`config.mk`:
```
export PLATFORM = sky130hd
export DESIGN_NAME = ddl_channel
export DESIGN_NICKNAME = d
export VERILOG_FILES = /design/src/common/ddl_pkg.sv /design/src/rtl/ddl_fifo.sv /design/src/rtl/ddl_channel.sv
export SDC_FILE = /design/constraint.sdc
export NUM_CORES = 1
export LEC_CHECK = 0
export ABC_CLOCK_PERIOD_IN_PS = 8900
export BUFFER_PORTS_ARGS = -buffer_cell sky130_fd_sc_hd__buf_2
export CORE_MARGIN = 5
export CORE_UTILIZATION = 60
export CTS_CLUSTER_DIAMETER = 80
export DETAILED_ROUTE_END_ITERATION = 12
export PLACE_DENSITY = 0.78
export SLEW_MARGIN = 10
export SYNTH_ARGS = -nofsm -noshare
export SYNTH_HDL_FRONTEND = slang
export SYNTH_SLANG_ARGS = --single-unit
```
`constraint.sdc`:
```
create_clock -name pclk -period 8.9 [get_ports pclk]
set_clock_uncertainty 0.15 [all_clocks]
set_input_delay 0.445 -clock pclk [delete_from_list [all_inputs] [get_ports pclk]]
set_output_delay 0.445 -clock pclk [all_outputs]
set_load 0.05 [all_outputs]
```
`src/common/ddl_pkg.sv`:
```
package ddl_pkg;
    localparam int WORD_W     = 16;
    localparam int BUS_W      = 4;
    localparam int FIFO_DEPTH = 16;
    localparam int CNT_W      = $clog2(FIFO_DEPTH + 1);
    localparam int PARCELS    = WORD_W / BUS_W;
    localparam int PCNT_W     = 3;

    localparam int CLK_PERIOD_NS  = 100;
    localparam int LINK_PERIOD_NS = 800;
    localparam int LINK_CYC       = LINK_PERIOD_NS / CLK_PERIOD_NS;
    localparam int LINK_HALF      = LINK_CYC / 2;
    localparam int CAPTURE_DLY    = LINK_HALF / 2;
    localparam int PH_W           = 3;
    localparam logic [PH_W-1:0] PH_LAST     = PH_W'(LINK_CYC - 1);
    localparam logic [PH_W-1:0] PH_HALF_END = PH_W'(LINK_HALF - 1);
    localparam logic [PH_W-1:0] PH_CAPTURE  = PH_W'(CAPTURE_DLY);

    localparam logic [2:0] LOCK_EDGES   = 3'h4;
    localparam int         AFULL_MARGIN = 4;
    localparam logic [CNT_W-1:0] AFULL_RESET =
        CNT_W'(FIFO_DEPTH - AFULL_MARGIN);

    localparam int ADDR_W = 8;
    localparam logic [ADDR_W-1:0] CTRL_OFS    = 8'h00;
    localparam logic [ADDR_W-1:0] AFULL_OFS   = 8'h04;
    localparam logic [ADDR_W-1:0] STATUS_OFS  = 8'h08;
    localparam logic [ADDR_W-1:0] RXWORDS_OFS = 8'h0C;
    localparam int CTRL_TXEN_BIT   = 0;
    localparam logic CTRL_TXEN_RESET = 1'b1;
    localparam int ST_LOCK_BIT     = 0;
    localparam int ST_FARFULL_BIT  = 1;
    localparam int ST_RXRST_BIT    = 2;
    localparam int ST_TXBUSY_BIT   = 3;
    localparam int ST_TXCNT_LSB    = 8;
    localparam int ST_RXCNT_LSB    = 16;

    typedef struct packed {
        logic              clk;
        logic              flag;
        logic [BUS_W-1:0]  data;
    } ddl_link_t;
endpackage : ddl_pkg

```
`src/rtl/ddl_fifo.sv`:
```
module ddl_fifo #(
    parameter int W     = 16,
    parameter int DEPTH = 16,
    parameter int CW    = 5
) (
    input  wire logic          clk,
    input  wire logic          rst_n,
    input  wire logic          clk_en,
    input  wire logic          clr,
    input  wire logic          push,
    input  wire logic [W-1:0]  push_data,
    input  wire logic          pop,
    output logic               full,
    output logic               empty,
    output logic [W-1:0]       rd_data,
    output logic [CW-1:0]      count
);
    localparam int AW = $clog2(DEPTH);

    logic [W-1:0]  mem [DEPTH];
    logic [AW-1:0] wr_ptr_reg;
    logic [AW-1:0] rd_ptr_reg;
    logic          do_push;
    logic          do_pop;
    logic [CW-1:0] count_next;

    // Full and empty are registered so the user sees clean flags.
    assign do_push = push & ~full & ~clr;
    assign do_pop  = pop & ~empty & ~clr;

    always_comb begin
        count_next = count;
        if (clr) begin
            count_next = '0;
        end else if (do_push && !do_pop) begin
            count_next = count + CW'(1);
        end else if (do_pop && !do_push) begin
            count_next = count - CW'(1);
        end
    end

    always_ff @(posedge clk) begin
        if (clk_en && do_push) begin
            mem[wr_ptr_reg] <= push_data;
        end
    end

    always_ff @(posedge clk or negedge rst_n) begin
        if (!rst_n) begin
            wr_ptr_reg <= '0;
            rd_ptr_reg <= '0;
            count      <= '0;
            full       <= 1'b0;
            empty      <= 1'b1;
            rd_data    <= '0;
        end else if (clk_en) begin
            if (clr) begin
                wr_ptr_reg <= '0;
                rd_ptr_reg <= '0;
            end else begin
                if (do_push) begin
                    wr_ptr_reg <= wr_ptr_reg + AW'(1);
                end
                if (do_pop) begin
                    rd_ptr_reg <= rd_ptr_reg + AW'(1);
                    rd_data    <= mem[rd_ptr_reg];
                end
            end
            count <= count_next;
            full  <= (count_next == CW'(DEPTH));
            empty <= (count_next == '0);
        end
    end
endmodule : ddl_fifo

```
`src/rtl/ddl_channel.sv`:
```
// One chip's end of two one-way channels: a transmitter for the outgoing
// channel and a receiver for the incoming one.
module ddl_channel
    import ddl_pkg::*;
(
    input  wire logic               pclk,
    input  wire logic               presetn,
    input  wire logic               clk_en,
    input  wire logic               psel,
    input  wire logic               penable,
    input  wire logic               pwrite,
    input  wire logic [ADDR_W-1:0]  paddr,
    input  wire logic [31:0]        pwdata,
    output logic [31:0]             prdata,
    output logic                    pready,
    output logic                    pslverr,
    input  wire logic               tx_wr_en,
    input  wire logic [WORD_W-1:0]  tx_wr_data,
    output logic                    tx_full,
    input  wire logic               rx_rd_en,
    output logic [WORD_W-1:0]       rx_rd_data,
    output logic                    rx_rd_valid,
    output logic                    rx_empty,
    output ddl_link_t               tx_link,
    output logic                    receiver_reset_link,
    input  wire logic               receiver_almost_full,
    input  wire logic               link_clock_feedback_in,
    input  wire ddl_link_t          rx_link,
    input  wire logic               rx_reset_link_in,
    output logic                    rx_almost_full
);
    logic [2:0]        fb_sync;
    logic [1:0]        afull_sync;
    logic [1:0]        rxrst_sync;
    ddl_link_t         rxl_s1;
    ddl_link_t         rxl_s2;
    logic              rclk_prev;

    logic              tx_enable_reg;
    logic [CNT_W-1:0]  afull_level_reg;
    logic [31:0]       rx_words_reg;
    logic [31:0]       rd_word;
    logic              rd_bad;
    logic              setup;
    logic              access_done;

    logic [PH_W-1:0]   ph_reg;
    logic [2:0]        lock_cnt_reg;
    logic              lock_reg;
    logic              pop_pend_reg;
    logic              stage_valid_reg;
    logic [WORD_W-1:0] sh_reg;
    logic [PCNT_W-1:0] left_reg;
    logic              tx_pop;
    logic              tx_start;
    logic              tx_empty;
    logic [WORD_W-1:0] tx_rd_data;
    logic [CNT_W-1:0]  tx_count;

    logic [PH_W-1:0]   cap_cnt_reg;
    logic              cap_arm_reg;
    logic              cap_ph1_reg;
    logic              got0_reg;
    logic [WORD_W-1:0] asm_reg;
    logic [PCNT_W-1:0] asm_cnt_reg;
    logic              push_reg;
    logic [WORD_W-1:0] push_data_reg;
    logic              rise;
    logic              fall;
    logic              fire;
    logic              take;
    logic              rx_clr;
    logic              rx_pop;
    logic              rx_full;
    logic [CNT_W-1:0]  rx_count;

    // Every pin from the far chip passes two flops before any logic sees it.
    always_ff @(posedge pclk or negedge presetn) begin
        if (!presetn) begin
            fb_sync    <= '0;
            afull_sync <= 2'h3;
            rxrst_sync <= 2'h3;
            rxl_s1     <= '0;
            rxl_s2     <= '0;
            rclk_prev  <= 1'b0;
        end else if (clk_en) begin
            fb_sync    <= {fb_sync[1:0], link_clock_feedback_in};
            afull_sync <= {afull_sync[0], receiver_almost_full};
            rxrst_sync <= {rxrst_sync[0], rx_reset_link_in};
            rxl_s1     <= rx_link;
            rxl_s2     <= rxl_s1;
            rclk_prev  <= rxl_s2.clk;
        end
    end

    // Register bus: zero wait states, pready rises in the access phase.
    assign setup       = psel & ~penable;
    assign access_done = psel & penable & pready;

    always_comb begin
        rd_word = '0;
        rd_bad  = 1'b0;
        case (paddr)
            CTRL_OFS:    rd_word[CTRL_TXEN_BIT] = tx_enable_reg;
            AFULL_OFS:   rd_word[CNT_W-1:0] = afull_level_reg;
            STATUS_OFS: begin
                rd_word[ST_LOCK_BIT]    = lock_reg;
                rd_word[ST_FARFULL_BIT] = afull_sync[1];
                rd_word[ST_RXRST_BIT]   = rxrst_sync[1];
                rd_word[ST_TXBUSY_BIT]  = (left_reg != '0);
                rd_word[ST_TXCNT_LSB +: CNT_W] = tx_count;
                rd_word[ST_RXCNT_LSB +: CNT_W] = rx_count;
            end
            RXWORDS_OFS: rd_word = rx_words_reg;
            default:     rd_bad  = 1'b1;
        endcase
    end

    always_ff @(posedge pclk or negedge presetn) begin
        if (!presetn) begin
            pready  <= 1'b0;
            pslverr <= 1'b0;
            prdata  <= '0;
        end else if (clk_en) begin
            pready <= setup;
            if (setup) begin
                prdata  <= pwrite ? 32'h0000_0000 : rd_word;
                pslverr <= rd_bad;
            end else if (access_done) begin
                pslverr <= 1'b0;
            end
        end
    end

    always_ff @(posedge pclk or negedge presetn) begin
        if (!presetn) begin
            tx_enable_reg   <= CTRL_TXEN_RESET;
            afull_level_reg <= AFULL_RESET;
        end else if (clk_en && access_done && pwrite && !pslverr) begin
            if (paddr == CTRL_OFS) begin
                tx_enable_reg <= pwdata[CTRL_TXEN_BIT];
            end
            if (paddr == AFULL_OFS) begin
                afull_level_reg <= pwdata[CNT_W-1:0];
            end
        end
    end

    ddl_fifo #(
        .W     (WORD_W),
        .DEPTH (FIFO_DEPTH),
        .CW    (CNT_W)
    ) u_tx_fifo (
        .clk       (pclk),
        .rst_n     (presetn),
        .clk_en    (clk_en),
        .clr       (1'b0),
        .push      (tx_wr_en),
        .push_data (tx_wr_data),
        .pop       (tx_pop),
        .full      (tx_full),
        .empty     (tx_empty),
        .rd_data   (tx_rd_data),
        .count     (tx_count)
    );

    // The phase divider is the clock loop; pclk is the only clock used.
    always_ff @(posedge pclk or negedge presetn) begin
        if (!presetn) begin
            ph_reg       <= '0;
            lock_cnt_reg <= '0;
            lock_reg     <= 1'b0;
        end else if (clk_en) begin
            ph_reg <= (ph_reg == PH_LAST) ? '0 : ph_reg + PH_W'(1);
            if (fb_sync[1] && !fb_sync[2] && !lock_reg) begin
                lock_cnt_reg <= lock_cnt_reg + 3'h1;
                lock_reg     <= (lock_cnt_reg == LOCK_EDGES - 3'h1);
            end
        end
    end

    always_ff @(posedge pclk or negedge presetn) begin
        if (!presetn) begin
            receiver_reset_link <= 1'b1;
        end else if (clk_en) begin
            receiver_reset_link <= ~lock_reg;
        end
    end

    // A word already started is finished even if almost-full rises.
    assign tx_pop   = ~tx_empty & ~stage_valid_reg & ~pop_pend_reg;
    assign tx_start = stage_valid_reg & lock_reg & ~afull_sync[1]
                    & tx_enable_reg;

    always_ff @(posedge pclk or negedge presetn) begin
        if (!presetn) begin
            pop_pend_reg    <= 1'b0;
            stage_valid_reg <= 1'b0;
            sh_reg          <= '0;
            left_reg        <= '0;
            tx_link         <= '0;
        end else if (clk_en) begin
            pop_pend_reg <= tx_pop;
            if (pop_pend_reg) begin
                stage_valid_reg <= 1'b1;
            end
            if (ph_reg == PH_LAST) begin
                tx_link.clk <= 1'b1;
                if (left_reg != '0) begin
                    tx_link.data <= sh_reg[BUS_W-1:0];
                    sh_reg       <= sh_reg >> BUS_W;
                    left_reg     <= left_reg - PCNT_W'(1);
                    tx_link.flag <= 1'b1;
                end else if (tx_start) begin
                    tx_link.data    <= tx_rd_data[BUS_W-1:0];
                    sh_reg          <= tx_rd_data >> BUS_W;
                    left_reg        <= PCNT_W'(PARCELS - 1);
                    tx_link.flag    <= 1'b1;
                    stage_valid_reg <= 1'b0;
                end else begin
                    tx_link.flag <= 1'b0;
                end
            end else if (ph_reg == PH_HALF_END) begin
                tx_link.clk  <= 1'b0;
                tx_link.flag <= 1'b0;
                if (tx_link.flag) begin
                    tx_link.data <= sh_reg[BUS_W-1:0];
                    sh_reg       <= sh_reg >> BUS_W;
                    left_reg     <= left_reg - PCNT_W'(1);
                end
            end
        end
    end

    // Receiver: the forwarded clock's edges time the capture, mid-phase.
    assign rise   = rxl_s2.clk & ~rclk_prev;
    assign fall   = ~rxl_s2.clk & rclk_prev;
    assign fire   = cap_arm_reg & (cap_cnt_reg == PH_CAPTURE);
    assign take   = fire & (cap_ph1_reg ? got0_reg : rxl_s2.flag);
    assign rx_clr = rxrst_sync[1];

    always_ff @(posedge pclk or negedge presetn) begin
        if (!presetn) begin
            cap_cnt_reg <= '0;
            cap_arm_reg <= 1'b0;
            cap_ph1_reg <= 1'b0;
        end else if (clk_en) begin
            if (rise || fall) begin
                cap_cnt_reg <= PH_W'(1);
                cap_arm_reg <= 1'b1;
                cap_ph1_reg <= fall;
            end else if (fire) begin
                cap_arm_reg <= 1'b0;
            end else if (cap_arm_reg) begin
                cap_cnt_reg <= cap_cnt_reg + PH_W'(1);
            end
        end
    end

    always_ff @(posedge pclk or negedge presetn) begin
        if (!presetn) begin
            got0_reg      <= 1'b0;
            asm_reg       <= '0;
            asm_cnt_reg   <= '0;
            push_reg      <= 1'b0;
            push_data_reg <= '0;
        end else if (clk_en) begin
            push_reg <= 1'b0;
            if (rx_clr) begin
                got0_reg    <= 1'b0;
                asm_cnt_reg <= '0;
            end else begin
                if (fire) begin
                    got0_reg <= ~cap_ph1_reg & rxl_s2.flag;
                end
                if (take) begin
                    asm_reg <= {rxl_s2.data, asm_reg[WORD_W-1:BUS_W]};
                    if (asm_cnt_reg == PCNT_W'(PARCELS - 1)) begin
                        asm_cnt_reg   <= '0;
                        push_reg      <= 1'b1;
                        push_data_reg <= {rxl_s2.data,
                                          asm_reg[WORD_W-1:BUS_W]};
                    end else begin
                        asm_cnt_reg <= asm_cnt_reg + PCNT_W'(1);
                    end
                end
            end
        end
    end

    assign rx_pop = rx_rd_en & ~rx_empty;

    ddl_fifo #(
        .W     (WORD_W),
        .DEPTH (FIFO_DEPTH),
        .CW    (CNT_W)
    ) u_rx_fifo (
        .clk       (pclk),
        .rst_n     (presetn),
        .clk_en    (clk_en),
        .clr       (rx_clr),
        .push      (push_reg),
        .push_data (push_data_reg),
        .pop       (rx_pop),
        .full      (rx_full),
        .empty     (rx_empty),
        .rd_data   (rx_rd_data),
        .count     (rx_count)
    );

    // Raising almost-full at a margin below depth covers the sync delay
    // and the word still on the wire at the far end.
    always_ff @(posedge pclk or negedge presetn) begin
        if (!presetn) begin
            rx_almost_full <= 1'b1;
            rx_rd_valid    <= 1'b0;
            rx_words_reg   <= '0;
        end else if (clk_en) begin
            rx_almost_full <= rx_clr | rx_full
                            | (rx_count >= afull_level_reg);
            rx_rd_valid    <= rx_pop;
            if (rx_clr) begin
                rx_words_reg <= '0;
            end else if (push_reg) begin
                rx_words_reg <= rx_words_reg + 32'h0000_0001;
            end
        end
    end
endmodule : ddl_channel

```
==> results of run 1 <==
==> where the power goes <==
part / internal, mW / total (mW) / switching [mW]
combinational: 0.734 / 1.62 / 0.891
sequential: 3.93 / 4.25 / 0.323
clock: 1.79 / 3.08 / 1.29
total: 6.45 / 8.95 / 2.50
==> cell usage after synthesis (3+ instances only) <==
cell type  number  area, um^2
a21o_1          4        30.0
a21oi_1        21         105
a221o_1        22         220
a221o_2         4        45.0
a22o_1         25         219
a22oi_1         4        30.0
a31oi_1         4        25.0
and2_0         10        62.6
and2_1          4        25.0
and3_1          9        56.3
buf_1          17        63.8
buf_2          17        85.1
buf_6           3        33.8
clkbuf_1       58         218
dfrtp_1       214        5360
dfstp_2        11         289
edfxtp_1      512       15400
ha_1           31         388
inv_1          36         135
mux2_2         82         923
mux2i_1        65         651
mux4_2        129        2910
nand2_1        84         315
nand2b_1       10        62.6
nand3_1        22         110
nand4_1        18         113
nand4b_1        5        43.8
nor2_1         74         278
nor2b_1         8        50.1
nor3_1         43         215
nor4_1          8        50.1
o21ai_0        41         205
o221ai_1       17         149
o22ai_1         6        37.5
o2bb2ai_1       7        61.3
o31ai_1         4        30.0
or2_2           4        25.0
or3_1           6        37.5
xnor2_1        13         114
xor2_1         28         245
==> cell usage in the layout (no fill, tap or decap), types with 13 or more instances in the layout <==
| cell type | instances |
|---|---|
| inv_1 | 36 |
| mux2i_1 | 65 |
| nor2_1 | 74 |
| xnor2_1 | 13 |
| edfxtp_1 | 512 |
| clkbuf_16 | 75 |
| nand2_1 | 84 |
| o221ai_1 | 17 |
| a21oi_1 | 21 |
| buf_4 | 39 |
| nand3_1 | 22 |
| clkinv_2 | 18 |
| buf_2 | 105 |
| o21ai_0 | 40 |
| mux4_2 | 129 |
| dlygate4sd3_1 | 17 |
| clkbuf_1 | 15 |
| xor2_1 | 28 |
| a22o_1 | 25 |
| dfrtp_1 | 209 |
| nor3_1 | 31 |
| nand4_1 | 18 |
| a221o_1 | 22 |
| ha_1 | 31 |
| mux2_2 | 82 |
==> worst max-delay path by stage <==
stage | cells past startpoint | slack [ns] | start | to
3_5_place_dp | 7 | 4.91 | clk_en | u_tx_fifo.mem[15][4]
4_1_cts | 7 | 5.21 | cap_cnt_reg[0] | push_data_reg[14]
5_1_grt | 7 | 5.27 | clk_en | u_tx_fifo.mem[15][2]
2_1_floorplan | 5 | 5.79 | clk_en | u_rx_fifo.mem[3][0]
3_3_place_gp | 7 | 5.08 | clk_en | u_tx_fifo.mem[15][2]
6_report | 7 | 5.50 | clk_en | u_tx_fifo.mem[15][2]
==> what timing repair did <==
action                                 CTS  global route
hold buffers                            17             0
endpoints found under the hold margin   84             0
gates resized for setup                  0             0
==> routing by layer <==
layer	wire length (um)	vias to the layer above	global-route usage
met5	0	-	0
met4	1400	0	0.0667
met3	3460	105	0.0444
met2	31300	479	0.389
met1	24300	8232	0.314
li1	-	6985	-
==> worst max-delay path: cells and delay by family <==
kind                   cells  cell delay, ns
buffers and inverters      4            1.43
AND/OR/NAND/NOR            3            1.67
==> through the flow <==
step | util | total power, mW | hold WS, ns
after floorplan | - | 5.47 | -0.000591
after global placement | 0.635 | 5.88 | 0.309
after detailed placement | 0.635 | 5.94 | 0.320
after CTS | 0.687 | 9.03 | 0.0111
after global routing | 0.687 | 9.34 | 0.0400
final | 0.687 | 8.95 | 0.0432
==> kinds of logic (layout without fill, tap and decap cells) <==
family | after synthesis | after routing | synth area share
muxes | 276 | 276 | 0.151
AOI/OAI and AO/OA | 174 | 174 | 0.0434
xor gates and xnor gates | 41 | 41 | 0.0121
adders and majority gates | 31 | 31 | 0.0131
buffers and inverters | 134 | 334 | 0.0187
DFF | 737 | 737 | 0.708
other | 0 | 1 | 0
and+or+nand+nor | 318 | 318 | 0.0535
==> final cells by class <==
class / instances / area, um^2 / share of cell area
sequential: 737 / 21000 / 0.625
multi-input combinational: 840 / 8240 / 0.245
clock buffer: 93 / 1970 / 0.0587
timing repair buffer: 162 / 1000 / 0.0298
tap: 664 / 831 / 0.0247
clock inverter: 43 / 427 / 0.0127
inverter: 36 / 135 / 0.00402
antenna: 1 / 2.50 / 0.0000744
==> results.toml, run 1 <==
[routing]
routed_wl_mm = 60.5
drt-pass1-iter-count = 7
drc = 0
wire_per_inst_um = 23.5
drtAntennaViolNets = 0
dr_total_vias = 15800
drtIter0Drc = 1500
avgViaCountPerCell = 6.13

[setup_path]
path_class = "in -> reg"
critPathSlowestCell = "nor2_1"
reg2reg_slack_ns = 5.63
r2r_start = "cap_cnt_reg[0]"
required_ns = 9.06
r2r_cells = 7
path_cells = "buf_2, inv_1, buf_4, nor2_1, nand2_1, nor2_1, buf_4"
end_kind = "flip-flop"
crit_path_max_incr_delay_ns = 0.86
start_kind = "input port"
path_max_fanout = 21
crit_arrival_ns = 3.56
rr_endpoint = "push_data_reg[14]"

[yosys]
async_reset_ff_frac = 0.305
syn-cell-area_mm2 = 0.0297
synthCells = 1711
synth_nets = 1815
synth.avg_cell_area_um2 = 17.3
synth_cell_types = 63
synthFlopType = "edfxtp_1"
synth-edff-count = 512
ys_seq_area_frac = 0.708
synth_warnings = 0
ys_ff_latch = 737

[place]
portBuffers = 106
dpl.cell_count = 2422
dpl-instance-area_mm2 = 0.0311
dp_hpwl_mm = 35.2
place_ws_ns = 4.91
gp_congestion = 0.795

[floorplanning]
num_rows = 81
core_mm2 = 0.0490
pin_count = 134
die_height_um = 232
start_util = 0.606
die_w_um = 232
die_area_mm2 = 0.0540

[clock_tree]
cts_buffer_depth = 3
h-tree-depth = 3
cts_tree = "done"
cts_root_buf = "clkbuf_16"
clock_latency_ns = 0.62
numCtsBuffers = 73
post_cts_buffers = 0
cts.sinks = 737
clkTransAtPathRegs_ns = 0.06

[global_route]
antenna_found_initial = 1
grtUsageTotal = 0.231
grt_max_degree = 86
grt_first_pass_wirelength_mm = 96.2
grt_pass1_vias = 16400
grt_overflow_total = 0

[timing]
slew_violations = 0
timing.final.crit_share = 0.382
setup_ws_ns = 5.50
finalCriticalPeriod_ns = 3.40
hold_viol = 0
maxSlewHeadroom = 0.278
rsz0062_at_grt = "false"
finalSetupViolCount = 0
setup_tns_ns = 0
clock.fmax_mhz = 294
tightest_slew_ns = 1.08

[worst_hold_path]
min_path_cells = 3
min-delay-path-class = "in -> reg"
hold-path-endpoint = "prdata[4]"
hold_path_startpoint = "paddr[2]"

[outcome]
status = "complete, no violations"

[final_layout]
drive_gt1_frac = 0.269
area_delta_synth_final_pct = 13.4
top_regs = "u_rx_fifo.mem: 256 flops, u_tx_fifo.mem: 256 flops"
final_nets = 1954
num-fill-cells = 3079
final_area_mm2 = 0.0336
instances_no_fill = 2576

[run]
drv_cap = 0

[power]
vdd_drop_max_mv = 0.183
p_leak_nw = 11.8
p_per_area_mw_per_mm2 = 266
Note: power is estimated with default switching activity, not from simulation.
==> inputs of run 2 (changes only) <==
--- a/config.mk
+++ b/config.mk
@@ -5,13 +5,14 @@
 export SDC_FILE = /design/constraint.sdc
 export NUM_CORES = 1
 export LEC_CHECK = 0
-export ABC_CLOCK_PERIOD_IN_PS = 8900
+export ABC_AREA = 1
+export ABC_CLOCK_PERIOD_IN_PS = 2890
 export BUFFER_PORTS_ARGS = -buffer_cell sky130_fd_sc_hd__buf_2
 export CORE_MARGIN = 5
-export CORE_UTILIZATION = 60
+export CORE_UTILIZATION = 56
 export CTS_CLUSTER_DIAMETER = 80
 export DETAILED_ROUTE_END_ITERATION = 12
-export PLACE_DENSITY = 0.78
+export PLACE_DENSITY = 0.76
 export SLEW_MARGIN = 10
 export SYNTH_ARGS = -nofsm -noshare
 export SYNTH_HDL_FRONTEND = slang
==> constraint.sdc (replaced) <==
create_clock -name pclk -period 2.89 [get_ports pclk]
set_clock_uncertainty 0.15 [all_clocks]
set_input_delay 0.1445 -clock pclk [delete_from_list [all_inputs] [get_ports pclk]]
set_output_delay 0.1445 -clock pclk [all_outputs]
set_load 0.05 [all_outputs]
==> run 2 against run 1 <==
  * The run now ends with hold timing left
  * Cell count is 44% higher
  * Sequential power rose to 3.0 times the previous value
  * Register-to-register slack got worse by 5.4 ns
  * Clock power rose to 3.2 times the previous value
  * Utilization shrank 3.9 points
  * Total power increased to 3.4 times the previous value
  * Sequential share of layout area fell by 3.2 points
  * Critical path type unchanged
  * Largest power group unchanged
==> results.toml, run 2 <==
[outcome]
status = "complete, but fails checks"
failed_checks = "hold timing"

[yosys]
synth.avg_cell_area_um2 = 11.2
synthFlopType = "edfxtp_1"
synth-edff-count = 512
ys_ff_latch = 737
synth.most_common_cell = "edfxtp_1"
synth_nets = 2849
ys_seq_area_frac = 0.683
syn-cell-area_mm2 = 0.0308
synth_cell_types = 53
synthCells = 2745
synth_area_leader_cell = "edfxtp_1"
async_reset_ff_frac = 0.305
yosys-top-cells-count = "edfxtp_1 (512), nor2_1 (505), nand2_1 (351)"
synth_top_area_share = 0.499
synth_warnings = 0
ys_top_cells_by_area = "edfxtp_1 (50%), dfrtp_1 (17%), nor2_1 (6.2%)"

[final_layout]
final_common_cell = "edfxtp_1"
area_delta_synth_final_pct = 15.3
drive_gt1_frac = 0.123
final_cell_mix = "edfxtp_1 (512), nor2_1 (504), nand2_1 (350)"
final_nets = 3041
top_regs = "u_rx_fifo.mem: 256 flops, u_tx_fifo.mem: 256 flops"
diodes = 0
final_area_mm2 = 0.0355

[place]
place_ws_ns = 0.469
dp_hpwl_mm = 43.6
portBuffers = 106
gp_congestion = 0.877
dpl-instance-area_mm2 = 0.0323

[setup_path]
required_ns = 3.24
crit_arrival_ns = 2.99
path_class = "in -> reg"
reg2reg_slack_ns = 0.27
rr_endpoint = "afull_level_reg[4]"
endpoint = "afull_level_reg[4]"
crit_start = "clk_en"
r2r_cells = 7
start_kind = "input port"
path_max_fanout = 18
r2r_start = "pready"
end_kind = "flip-flop"

[timing]
hold_viol = 1
holdWs_ns = -0.0268
finalCriticalPeriod_ns = 2.64
setup_ws_ns = 0.250
rsz0062_at_grt = "false"
slew_violations = 0
timing.final.crit_share = 0.913
maxSlewHeadroom = 0.466
finalSetupViolCount = 0
setup_tns_ns = 0
tightest_slew_ns = 0.801
clock.fmax_mhz = 379

[routing]
drtIter0Drc = 1848
drtAntennaViolNets = 0
wire_per_inst_um = 19.7
drt-pass1-iter-count = 5
drc = 0
dr_total_vias = 21700
avgViaCountPerCell = 5.86
routed_wl_mm = 72.9

[power]
p_per_area_mw_per_mm2 = 857
vdd_drop_max_mv = 0.738
p_comb_frac = 0.250
p_leak_nw = 12.9
switching_power_mw = 10.0
p_clk_frac = 0.326
swShare = 0.330
internal_power_mw = 20.4
seq_power_share = 0.425

[global_route]
grt_overflow_total = 0
grt_max_degree = 132
grtUsageTotal = 0.244
grt_first_pass_wirelength_mm = 116
antenna_found_initial = 0
grt_pass1_vias = 21700

[floorplanning]
die_height_um = 244
pin_count = 134
start_util = 0.562
die_w_um = 244
num_rows = 86
die_area_mm2 = 0.0598
core_mm2 = 0.0548

[clock_tree]
numCtsBuffers = 74
cts_root_buf = "clkbuf_16"
h-tree-depth = 3
clock_latency_ns = 0.63
clkTransAtPathRegs_ns = 0.06
cts_tree = "done"
cts_buffer_depth = 3
cts.sinks = 737

[worst_hold_path]
min_path_cells = 6
min-delay-path-class = "in -> reg"

[run]
drv_cap = 0
==> run 2: changes by cell type in the layout (fill, tap and decap cells not counted), sizes merged, moves of 50 or more <==
cell	change
buf	+50
inv	+103
mux2	-81
mux2i	-65
mux4	-129
nand2	+273
nand3	+112
nor2	+445
o211ai	+135
o21ai	+338
==> run 2: worst min path at each step <==
| stage | start | endpoint | slack, ns |
|---|---|---|---|
| after detailed placement | presetn | u_rx_fifo.rd_data[0] | 0.02 |
| after global routing | paddr[3] | prdata[4] | 0.005 |
| after CTS | tx_wr_en | u_tx_fifo.wr_ptr_reg[0] | 0.02 |
| final | paddr[3] | prdata[4] | -0.03 |
| after floorplan | presetn | afull_level_reg[0] | -0.30 |
| after global placement | presetn | u_rx_fifo.rd_data[0] | 0.01 |
==> run 2: cell families after synthesis <==
| logic type | Yosys count | share of synthesized area |
|---|---|---|
| and+or+nand+nor | 1064 | 0.145 |
| xor gates and xnor gates | 17 | 0.00484 |
| muxes | 1 | 0.000366 |
| DFF | 737 | 0.683 |
| adders and majority gates | 31 | 0.0126 |
| AOI/OAI and AO/OA | 606 | 0.114 |
| buffers and inverters | 289 | 0.0405 |
==> run 2: layout make-up <==
class | count | area [um^2]
sequential | 737 | 21000
timing repair buffer | 259 | 1950
fill | 3949 | 19300
clock buffer | 109 | 2160
inverter | 146 | 549
tap | 704 | 881
multi-input combinational | 1719 | 8530
clock inverter | 29 | 390
==> run 2: metal layers <==
layer  routed length [um]  global-route usage  vias to the layer above
li1                     -                   -                    10000
met2                36500               0.415                      893
met1                28400               0.316                    10600
met4                 2640              0.0979                        0
met5                    0                   0                        -
met3                 5400              0.0430                      180
==> run 2: through the flow <==
step,power [mW],util,instances
CTS,30.5,0.648,3703
global placement,20.2,0.590,3501
detailed placement,20.5,0.590,3501
finish,30.4,0.648,3703
floorplan,18.3,-,2745
global route,31.9,0.648,3703
==> run 2: repair_timing <==
action,CTS,global route
resized for setup,0,3
endpoints found under the setup margin,0,5
hold buffers,64,1
setup buffers,0,1
hold endpoints to repair,525,3
==> run 2: power groups by stage <==
stage	clock network, mW	registers [mW]	logic (mW)
final	9.90	12.9	7.59
after floorplan	0	13.3	5.03
after detailed placement	0	13.1	7.43
after CTS	10.0	12.9	7.57
after global routing	10.5	13.0	8.43
after global placement	0	13.0	7.11
==> run 2: worst max-delay path, stage by stage <==
cell           delay, ns
dlygate4sd3_1       0.52
clkbuf_4            0.29
nand4_1             0.18
nor3b_2             0.30
nand2_2             0.19
nor2_1              0.15
dlygate4sd3_1       0.57
a21oi_1             0.04
dlygate4sd3_1       0.58
